--- config.mk ---
export PLATFORM = sky130hd
export DESIGN_NAME = iwd_watchdog
export DESIGN_NICKNAME = d
export VERILOG_FILES = /design/src/hw/iwd_pkg.sv /design/src/hw/iwd_watchdog.sv
export SDC_FILE = /design/constraint.sdc
export NUM_CORES = 1
export LEC_CHECK = 0
export ABC_AREA = 1
export BUFFER_PORTS_ARGS = -buffer_cell sky130_fd_sc_hd__buf_2
export CAP_MARGIN = 20
export CORE_MARGIN = 2
export CORE_UTILIZATION = 54
export DETAILED_ROUTE_END_ITERATION = 10
export PLACE_DENSITY = 0.8
export SKIP_LAST_GASP = 1
export SYNTH_ARGS = -nofsm -noshare
export SYNTH_HDL_FRONTEND = slang
export SYNTH_SLANG_ARGS = --single-unit
--- constraint.sdc ---
create_clock -name mclk -period 2.05 [get_ports mclk]
set_input_delay 0.41 -clock mclk [delete_from_list [all_inputs] [get_ports mclk]]
set_output_delay 0.41 -clock mclk [all_outputs]
set_load 0.1 [all_outputs]
--- src/hw/iwd_pkg.sv ---
// constants for the independent watchdog timer
package iwd_pkg;

    // ----------------------------------------------------------------
    // register map
    // ----------------------------------------------------------------
    localparam logic [31:0] KEY_ENTRY_ADDR = 32'h4000_1000;
    localparam logic [31:0] SETUP_ADDR     = 32'h4000_1004;

    // ----------------------------------------------------------------
    // key words
    // ----------------------------------------------------------------
    localparam logic [15:0] KEY_RELOAD = 16'hAAAA;
    localparam logic [15:0] KEY_UNLOCK = 16'h5555;
    localparam logic [15:0] KEY_START  = 16'hCCCC;
    localparam logic [15:0] KEY_READ   = 16'h0000;

    // ----------------------------------------------------------------
    // setup register field positions
    // ----------------------------------------------------------------
    localparam int RUN_BIT    = 31;
    localparam int LOCK_BIT   = 30;
    localparam int STOP_BIT   = 29;
    localparam int CNT_MSB    = 27;
    localparam int CNT_LSB    = 16;
    localparam int UPD_BIT    = 15;
    localparam int DIV_MSB    = 14;
    localparam int DIV_LSB    = 12;
    localparam int RELOAD_MSB = 11;
    localparam int RELOAD_LSB = 0;

    // ----------------------------------------------------------------
    // reset values and divider
    // ----------------------------------------------------------------
    localparam logic [11:0] COUNT_RESET  = 12'hFFF;
    localparam logic [11:0] RELOAD_RESET = 12'hFFF;
    localparam logic [2:0]  DIV_RESET    = 3'h0;
    localparam logic        LOCK_RESET   = 1'h1;
    localparam logic        STOP_RESET   = 1'h0;
    localparam logic [8:0]  DIV_BASE     = 9'h004;

endpackage

--- src/hw/iwd_watchdog.sv ---
// independent watchdog timer: key register, setup register, prescaler and down-counter
//
// The implementer's own choice: the address-and-strobe port.
`timescale 1ns/1ns
// Summary of operation
// - writing the reload key copies the reload value into the down-counter.
// - a running counter that reaches zero without reload raises a system reset.
// - writing the unlock key lifts write protection on the protected fields.
// - writing the start key starts counting, and the hardware option runs it regardless.
// - the key register takes a 16-bit key in its low half and always reads zero.
// - the top setup bit reads 1 while the watchdog runs and 0 while it is off.
// - a lock flag, 1 after reset, blocks changes to protected fields while it reads 1.
// - a protected stop-enable bit, reset to 0, turns the stop switch on or off.
// - the current 12-bit counter is readable in the count field and resets to all ones.
// - an update flag reads 1 when the setup register has been updated.
// - a protected 3-bit divider select divides the slow clock by 4 up to 512.
// - a protected 12-bit reload field, reset to all ones, holds the reload value.
// - after each reload the counter decrements from the loaded value.
// - the timeout follows from the reload value and the selected division.
// - counter and prescaler advance from the dedicated low-speed oscillator only.
module iwd_watchdog
(
    input  wire logic        mclk,
    input  wire logic        reset_n,
    input  wire logic [31:0] reg_addr,
    input  wire logic [31:0] reg_wdata,
    input  wire logic        reg_wr,
    input  wire logic        reg_rd,
    output logic      [31:0] reg_rdata,
    input  wire logic        low_speed_osc,
    input  wire logic        hw_watchdog_sel,
    input  wire logic        stop_request,
    output logic             watchdog_reset
);

    // ----------------------------------------------------------------
    // state
    // ----------------------------------------------------------------
    logic [2:0]  osc_sync;
    logic [1:0]  hw_sync;
    logic [1:0]  stop_sync;
    logic        osc_edge;
    logic [8:0]  div_count;
    logic [9:0]  div_limit;
    logic [8:0]  div_last;
    logic        div_tick;
    logic        watchdog_running_flag;
    logic        write_lock;
    logic        stop_enable;
    logic        config_update_flag;
    logic [2:0]  tick_divider_select;
    logic [11:0] reload_value;
    logic [11:0] count;
    logic        key_wr;
    logic        setup_wr;
    logic        key_reload;
    logic        key_unlock;
    logic        key_start;
    logic        counting;
    logic        expire;
    logic [31:0] next_rdata;

    // ----------------------------------------------------------------
    // decode
    // ----------------------------------------------------------------
    assign key_wr     = reg_wr && (reg_addr == iwd_pkg::KEY_ENTRY_ADDR);
    assign setup_wr   = reg_wr && (reg_addr == iwd_pkg::SETUP_ADDR);
    // other key values decode to nothing
    assign key_reload = key_wr && (reg_wdata[15:0] == iwd_pkg::KEY_RELOAD);
    assign key_unlock = key_wr && (reg_wdata[15:0] == iwd_pkg::KEY_UNLOCK);
    assign key_start  = key_wr && (reg_wdata[15:0] == iwd_pkg::KEY_START);

    // ----------------------------------------------------------------
    // slow oscillator and strap synchronisers
    // ----------------------------------------------------------------
    always_ff @(posedge mclk or negedge reset_n)
    begin
        if (!reset_n)
        begin
            osc_sync  <= 3'h0;
            hw_sync   <= 2'h0;
            stop_sync <= 2'h0;
        end
        else
        begin
            osc_sync  <= {osc_sync[1:0], low_speed_osc};
            hw_sync   <= {hw_sync[0], hw_watchdog_sel};
            stop_sync <= {stop_sync[0], stop_request};
        end
    end

    // rising edge of the slow oscillator, seen after two stages
    assign osc_edge = osc_sync[1] && !osc_sync[2];

    // ----------------------------------------------------------------
    // prescaler
    // ----------------------------------------------------------------
    // divide by 4 shifted left by the select code; ten bits so that 512 fits
    assign div_limit = 10'(iwd_pkg::DIV_BASE) << tick_divider_select;
    assign div_last  = 9'(div_limit - 10'h001);
    assign div_tick  = osc_edge && (div_count == div_last);
    // stop switch freezes counting while a stop is requested
    assign counting  = watchdog_running_flag && !(stop_enable && stop_sync[1]);

    always_ff @(posedge mclk or negedge reset_n)
    begin
        if (!reset_n)
        begin
            div_count <= 9'h000;
        end
        else if (key_reload || key_start)
        begin
            div_count <= 9'h000;
        end
        else if (counting && osc_edge)
        begin
            if (div_tick)
            begin
                div_count <= 9'h000;
            end
            else
            begin
                div_count <= div_count + 9'h001;
            end
        end
    end

    // ----------------------------------------------------------------
    // run control
    // ----------------------------------------------------------------
    always_ff @(posedge mclk or negedge reset_n)
    begin
        if (!reset_n)
        begin
            watchdog_running_flag <= 1'h0;
        end
        else if (key_start || hw_sync[1])
        begin
            watchdog_running_flag <= 1'h1;
        end
    end

    // ----------------------------------------------------------------
    // write protection
    // ----------------------------------------------------------------
    always_ff @(posedge mclk or negedge reset_n)
    begin
        if (!reset_n)
        begin
            write_lock <= iwd_pkg::LOCK_RESET;
        end
        else if (key_unlock)
        begin
            write_lock <= 1'h0;
        end
        else if (key_reload || key_start)
        begin
            write_lock <= 1'h1;
        end
    end

    // ----------------------------------------------------------------
    // protected setup fields
    // ----------------------------------------------------------------
    always_ff @(posedge mclk or negedge reset_n)
    begin
        if (!reset_n)
        begin
            stop_enable         <= iwd_pkg::STOP_RESET;
            tick_divider_select <= iwd_pkg::DIV_RESET;
            reload_value        <= iwd_pkg::RELOAD_RESET;
        end
        else if (setup_wr && !write_lock)
        begin
            stop_enable         <= reg_wdata[iwd_pkg::STOP_BIT];
            tick_divider_select <= reg_wdata[iwd_pkg::DIV_MSB:iwd_pkg::DIV_LSB];
            reload_value        <= reg_wdata[iwd_pkg::RELOAD_MSB:iwd_pkg::RELOAD_LSB];
        end
    end

    // update flag: set by an accepted setup write, cleared by reload or start key
    always_ff @(posedge mclk or negedge reset_n)
    begin
        if (!reset_n)
        begin
            config_update_flag <= 1'h0;
        end
        else if (setup_wr && !write_lock)
        begin
            config_update_flag <= 1'h1;
        end
        else if (key_reload || key_start)
        begin
            config_update_flag <= 1'h0;
        end
    end

    // ----------------------------------------------------------------
    // down-counter and reset generation
    // ----------------------------------------------------------------
    assign expire = counting && div_tick && (count == 12'h000);

    always_ff @(posedge mclk or negedge reset_n)
    begin
        if (!reset_n)
        begin
            count <= iwd_pkg::COUNT_RESET;
        end
        else if (key_reload || expire)
        begin
            count <= reload_value;
        end
        else if (counting && div_tick)
        begin
            count <= count - 12'h001;
        end
    end

    always_ff @(posedge mclk or negedge reset_n)
    begin
        if (!reset_n)
        begin
            watchdog_reset <= 1'h0;
        end
        else
        begin
            watchdog_reset <= expire;
        end
    end

    // ----------------------------------------------------------------
    // read path
    // ----------------------------------------------------------------
    always_comb
    begin
        next_rdata = 32'h0000_0000;
        if (reg_rd && (reg_addr == iwd_pkg::KEY_ENTRY_ADDR))
        begin
            next_rdata = {16'h0000, iwd_pkg::KEY_READ};
        end
        else if (reg_rd && (reg_addr == iwd_pkg::SETUP_ADDR))
        begin
            next_rdata[iwd_pkg::RUN_BIT]                    = watchdog_running_flag;
            next_rdata[iwd_pkg::LOCK_BIT]                   = write_lock;
            next_rdata[iwd_pkg::STOP_BIT]                   = stop_enable;
            next_rdata[iwd_pkg::CNT_MSB:iwd_pkg::CNT_LSB]   = count;
            next_rdata[iwd_pkg::UPD_BIT]                    = config_update_flag;
            next_rdata[iwd_pkg::DIV_MSB:iwd_pkg::DIV_LSB]   = tick_divider_select;
            next_rdata[iwd_pkg::RELOAD_MSB:iwd_pkg::RELOAD_LSB] = reload_value;
        end
    end

    always_ff @(posedge mclk or negedge reset_n)
    begin
        if (!reset_n)
        begin
            reg_rdata <= 32'h0000_0000;
        end
        else
        begin
            reg_rdata <= next_rdata;
        end
    end

endmodule

==> results of run 1 <==
## state kept, by name (all words and copies together), names as in the netlist
signal,flops
hw_sync,2
write_lock,1
count,12
watchdog_reset,1
reg_rdata,31
osc_sync,3
tick_divider_select,3
div_count,9
stop_enable,1
reload_value,12
watchdog_running_flag,1
stop_sync,2
config_update_flag,1
## Yosys cell counts, types with 2 or more instances
cell type,count,area share [%]
nand2_1,120,10
inv_1,91,7.9
nand3_1,58,6.7
nor2_1,56,4.8
dfrtp_1,54,31
nor3_1,38,4.4
nand4_1,30,4.3
dfstp_2,25,15
o21ai_1,17,2.0
xor2_1,13,2.6
buf_2,10,1.2
nand2_2,6,0.86
nor4_1,5,0.72
nor2_4,4,1.0
a21oi_1,3,0.35
buf_6,3,0.78
inv_2,3,0.26
ha_1,2,0.58
nand3b_1,2,0.35
nor2_2,2,0.29
o21ai_0,2,0.23
xnor2_1,2,0.40
## final cells by class
cell class	instances	area, um2	area share [%]
clock buffers	9	124	2.40
repair buffers	102	563	10.9
inverters	96	363	7.04
clock inverters	7	78.8	1.53
multi-input cells	372	1890	36.6
flip-flops and latches	79	2010	39.0
well taps	102	128	2.48
## layout by cell type, fill, tap and decap left out, types with 3 or more instances in the layout
cell type	instances
o21ai_1	17
buf_4	15
dfrtp_1	53
dfstp_2	25
nor3_1	37
nor2_1	56
nor2_4	4
buf_2	86
nand2_2	6
nand2_1	120
xor2_1	13
nand4_1	30
clkbuf_8	9
inv_2	3
inv_1	91
a21oi_1	3
nor4_1	5
nand3_1	58
## timing repair
| item | in CTS | in global routing |
|---|---|---|
| hold buffers | 0 | 0 |
| gates resized for setup | 0 | 3 |
| endpoints found under the setup margin | 0 | 21 |
| endpoints found under the hold margin | 0 | 0 |
| setup buffers | 0 | 3 |
## logic make-up (layout without fill, tap and decap cells)
| group | Yosys count | in the layout | share of synthesized area, % |
|---|---|---|---|
| and+or+nand+nor | 329 | 329 | 36.3 |
| adders and majority gates | 2 | 2 | 0.576 |
| xor gates and xnor gates | 15 | 15 | 3.02 |
| DFF | 79 | 79 | 46.2 |
| buffers and inverters | 111 | 214 | 10.5 |
| AOI/OAI and AO/OA | 25 | 25 | 3.31 |
| other | 1 | 1 | 0.0863 |
## routing by layer
metal / vias to the layer above / wire (um)
li1: 1996 / -
met1: 1836 / 4450
met2: 188 / 4740
met3: 23 / 755
met4: 0 / 196
met5: - / 0
## report_power, final
| group | leakage, nW | internal (mW) | switching, mW |
|---|---|---|---|
| logic | 1.63 | 0.409 | 0.625 |
| registers | 0.987 | 1.82 | 0.225 |
| clock network | 0.0982 | 0.577 | 0.615 |
| total | 2.72 | 2.80 | 1.47 |
## stage by stage
step / util (%) / setup TNS (ns)
6_report: 66.3 / 0
5_1_grt: 66.3 / -0.00875
2_1_floorplan: - / 0
4_1_cts: 65.9 / 0
3_5_place_dp: 63.3 / 0
3_3_place_gp: 63.3 / 0
## worst max-delay path: cells and delay by family, from the launching register on
kind                     cells  cell delay [ns]
AND/OR/NAND/NOR              7             0.87
flip-flops                   1             0.39
buffers and inverters        3             0.37
adder cells (fa/ha/maj)      1             0.22
## worst paths after layout
kind                                        from                          end  slack [ns]
max                         count[0]$_DFFE_PN1P_        count[10]$_DFFE_PN1P_        0.14
min reg2reg                osc_sync[0]$_DFF_PN0_        osc_sync[1]$_DFF_PN0_        0.36
min                                      reset_n     div_count[5]$_DFFE_PN0P_       0.002
min in group mclk                  low_speed_osc        osc_sync[0]$_DFF_PN0_        0.16
max in group asynchronous                reset_n  reload_value[4]$_DFFE_PN1P_        1.38
max reg2reg                 count[0]$_DFFE_PN1P_        count[10]$_DFFE_PN1P_        0.14
==> qor.yml, run 1 <==
pwr:
  p_leak_nw: 2.72
  ir_drop_mv: 0.434
  power_density_nw_per_um2: 829
  power_mw: 4.27
drt:
  drt.antenna.violating_nets: 0
  dr.pass1.iters: 5
  totalWireLength_um: 10100
  drc_errors: 0
  viasPerCell: 5.27
  via_count: 4043
  drtIter0Drc: 292
  wl_per_cell_um: 13.2
run_status:
  status: "completed"
clock_network:
  cts_tree: "built"
  htreeDepth: 3
  cts_made_buffers: 9
  clock_latency_ns: 0.35
  cts.clk_slew.worst_paths_ns: 0.09
  cts.sinks: 79
  clk_path_buf_depth: 2
  cts-root-buf: "clkbuf_8"
synthesis:
  yosysSeqAreaShare_pct: 46.2
  synth_edf_count: 0
  synthCells: 562
  synthDistinctLibCells: 38
  synth.avg_cell_area_um2: 7.73
  yosysWarnings: 0
  syn_nets: 635
  syn-cell-area_um2: 4350
  synthArstFlopShare_pct: 100
  synth_seq_cells: 79
  synth_ff_type: "dfrtp_1"
timing:
  clock.fmax_ghz: 0.523
  finClkSkew_ns: 0.00750
  setup_viol: 0
  worst_slack_ns: 0.139
  hold_violations: 0
  final_max_slew_viol_count: 0
  hold_slack_ns: 0.00158
  fin_crit_ns: 1.91
  period_share_pct: 93.2
job:
  maxCapViolations: 0
finish:
  antenna_cells: 0
  nFillCells: 651
  drive_gt1_share_pct: 25.9
  area_growth_syn_to_layout_pct: 18.6
  nets: 733
  final_cell_count_no_fill: 767
  stdcell_area_um2: 5150
floorplan:
  die_area_um2: 8780
  fp-row-count: 32
  die_w_um: 93.7
  die-height_um: 93.7
  core_area_um2: 7770
  start_util_pct: 55.9
  ioPinCount: 104
global_route:
  grt_util_met3_pct: 4.74
  top_usage_layer: "met2"
  antenna_found_initial: 0
  grt_max_degree: 41
  overflow: 0
  track_usage_pct: 24.5
  grt_use_met1_pct: 33.1
  grt_pass1_vias: 3852
  grt_pass1_wl_um: 17100
  grtUsageMet2_pct: 39.8
setup_path:
  crit_top_cell: "nand3_1"
  critPathSlowestCell: "dfstp_2"
  criticalPathCategory: "flop to flop"
  cp-start-kind: "flop"
  path_cells: "inv_1, ha_1, inv_1, nor3_2, nand3_1, nor2_1, nand4_1, buf_4, nand3_1, nand3_1, nand2_1"
  cp.required_ns: 2.34
  arrival_ns: 2.20
  cpPeakStageDelay_ns: 0.39
  crit_fanout: 4
  reg2reg_depth: 11
  end_kind: "flop"
placement:
  place_area_um2: 4920
  hpwl_um: 7620
  place_inst: 748
  gp_congestion: 0.978
  portBuffers: 87
  place_ws_ns: 0.121
min_path:
  hp-class: "input pin to asynchronous set/reset pin"
(Power assumes the default switching activity.)
==> run 2: changes to the inputs <==
- CORE_UTILIZATION: 54 -> 52
- PLACE_DENSITY: 0.8 -> 0.78
==> run 2 against run 1 <==
- clock power is 11% higher
- global-route usage down 0.12 points
- die area up 3.7%
- largest cell class unchanged
- non-clock buffer count down 5
- core utilization decreased by 3.2 points
- sequential power about the same
- clock skew up 0.0063 ns
- hold slack gained 0.047 ns
- final area grew 0.15%
- via count grew 2.3%
- total power grew 2.9%
- highest routed layer unchanged
- largest power group unchanged
- wire length increased by 1.2%
==> qor.yml, run 2 (synthesized netlist as in run 1, its figures left out) <==
timing:
  setup_tns_ns: 0
  rsz0062_at_grt: "false"
  hold_slack_ns: 0.0486
  fin_crit_ns: 1.90
  period_share_pct: 92.7
  relSlewSlack_pct: 64.6
  hold_violations: 0
  tightest_slew_ns: 0.531
  setup_viol: 0
  clock.fmax_ghz: 0.526
  worst_slack_ns: 0.150
  finClkSkew_ns: 0.0138
  final_max_slew_viol_count: 0
pwr:
  power_density_nw_per_um2: 851
  p_leak_nw: 2.72
  ir_drop_mv: 0.443
  power_mw: 4.39
setup_path:
  cp.required_ns: 2.28
  critPathSlowestCell: "dfrtp_1"
  crit_fanout: 9
  cpPeakStageDelay_ns: 0.52
  cp-start-kind: "flop"
  path_cells: "nor2_4, nand2_1, nand2_1, nand2_2, nor4_1, nand4_2, nand4_1, nand2_1"
  critical-path-top-delay-family: "simple AND/OR/NAND/NOR gates"
  criticalPathCategory: "flop to flop"
  end_kind: "flop"
  cp_num_buf_inv: 0
  reg2reg_slack_ns: 0.15
  crit_top_cell: "nand2_1"
  timing.rr.end: "div_count[8]$_DFFE_PN0P_"
  arrival_ns: 2.13
  reg2reg_depth: 8
  r2r-start: "tick_divider_select[1]$_DFFE_PN0P_"
drt:
  via_count: 4138
  drc_errors: 0
  totalWireLength_um: 10300
  wl_per_cell_um: 13.4
  dr.pass1.iters: 4
  viasPerCell: 5.41
  drt.antenna.violating_nets: 0
  drtIter0Drc: 202
job:
  maxCapViolations: 0
placement:
  hpwl_um: 7770
  place_ws_ns: 0.148
  gp_congestion: 0.904
  portBuffers: 87
clock_network:
  cts-root-buf: "clkbuf_8"
  clock_latency_ns: 0.35
  htreeDepth: 3
  cts.clk_slew.worst_paths_ns: 0.08
  cts.sinks: 79
  clk_path_buf_depth: 2
  cts_made_buffers: 9
  cts_tree: "built"
  cts_hold_buf: 0
floorplan:
  fp-row-count: 33
  core_area_um2: 8180
  die_area_um2: 9100
  ioPinCount: 104
  die-height_um: 95.4
  die_w_um: 95.4
  start_util_pct: 53.2
finish:
  drive_gt1_share_pct: 25.0
  area_growth_syn_to_layout_pct: 18.7
  largest_reg_flops: 31
  layout_common_cells: "nand2_1 (120), inv_1 (91), buf_2 (86)"
  top_register: "reg_rdata"
  top_regs: "reg_rdata: 31 flops, count: 12 flops, reload_value: 12 flops"
  nets: 728
  layout_commonest_cell: "nand2_1"
  antenna_cells: 0
global_route:
  overflow: 0
  antenna_found_initial: 0
  grt_pass1_vias: 3982
  grt_max_degree: 44
  track_usage_pct: 24.4
  grt_pass1_wl_um: 17500
run_status:
  status: "completed"
min_path:
  hp-class: "input pin to asynchronous set/reset pin"
## run 2: cell types whose count changed in the layout (fill, tap and decap cells not counted), sizes merged
cell,previous run,this run
buf,102,97
bufinv,1,2
clkbuf,9,13
clkinvlp,2,0
inv,98,95
## run 2: worst register-to-register path, stage by stage (launching register included)
cell	delay, ns
dfrtp_1	0.52
nor2_4	0.20
nand2_1	0.07
nand2_1	0.08
nand2_2	0.08
nor4_1	0.26
nand4_2	0.31
nand4_1	0.21
nand2_1	0.07
## run 2: worst max path at each step
stage,start,end,slack [ns],cells past startpoint
after global placement,count[0]$_DFFE_PN1P_,count[0]$_DFFE_PN1P_,0.21,11
after detailed placement,tick_divider_select[2]$_DFFE_PN0P_,div_count[1]$_DFFE_PN0P_,0.15,8
after floorplan,count[0]$_DFFE_PN1P_,count[0]$_DFFE_PN1P_,0.37,11
after CTS,tick_divider_select[2]$_DFFE_PN0P_,div_count[8]$_DFFE_PN0P_,0.14,8
after global routing,div_count[0]$_DFFE_PN0P_,count[3]$_DFFE_PN1P_,0.01,11
final,tick_divider_select[1]$_DFFE_PN0P_,div_count[8]$_DFFE_PN0P_,0.15,8
## run 2: final cells by class
class	instances	area, um2
tap	105	131
multi-input combinational	372	1880
sequential	79	2010
timing repair buffer	97	538
fill	717	3020
inverter	96	363
clock buffer	13	169
clock inverter	3	65.1
## run 2: routing by layer
layer	share of wire [%]	track usage (%)
met1	42	31.6
met4	1.3	9.29
met3	8.2	5.22
met5	0	0
met2	49	40.1
## run 2: repair_timing
action,in CTS,in global routing
endpoints found under the hold margin,0,0
endpoints found under the setup margin,0,18
gates resized for setup,0,2
buffers inserted,0,1
## run 2: report_power, final
part	internal (mW)	switching, mW	leakage (nW)
logic	0.412	0.619	1.62
registers	1.82	0.220	0.987
clock network	0.785	0.537	0.120
total	3.01	1.38	2.72
## run 2: stage by stage
stage	cell area, um2	std cells	utilization (%)
finish	5160	765	63.1
global route	5160	765	63.1
CTS	5150	764	62.9
detailed placement	4910	748	60.1
global placement	4910	748	60.1
floorplan	4350	562	-
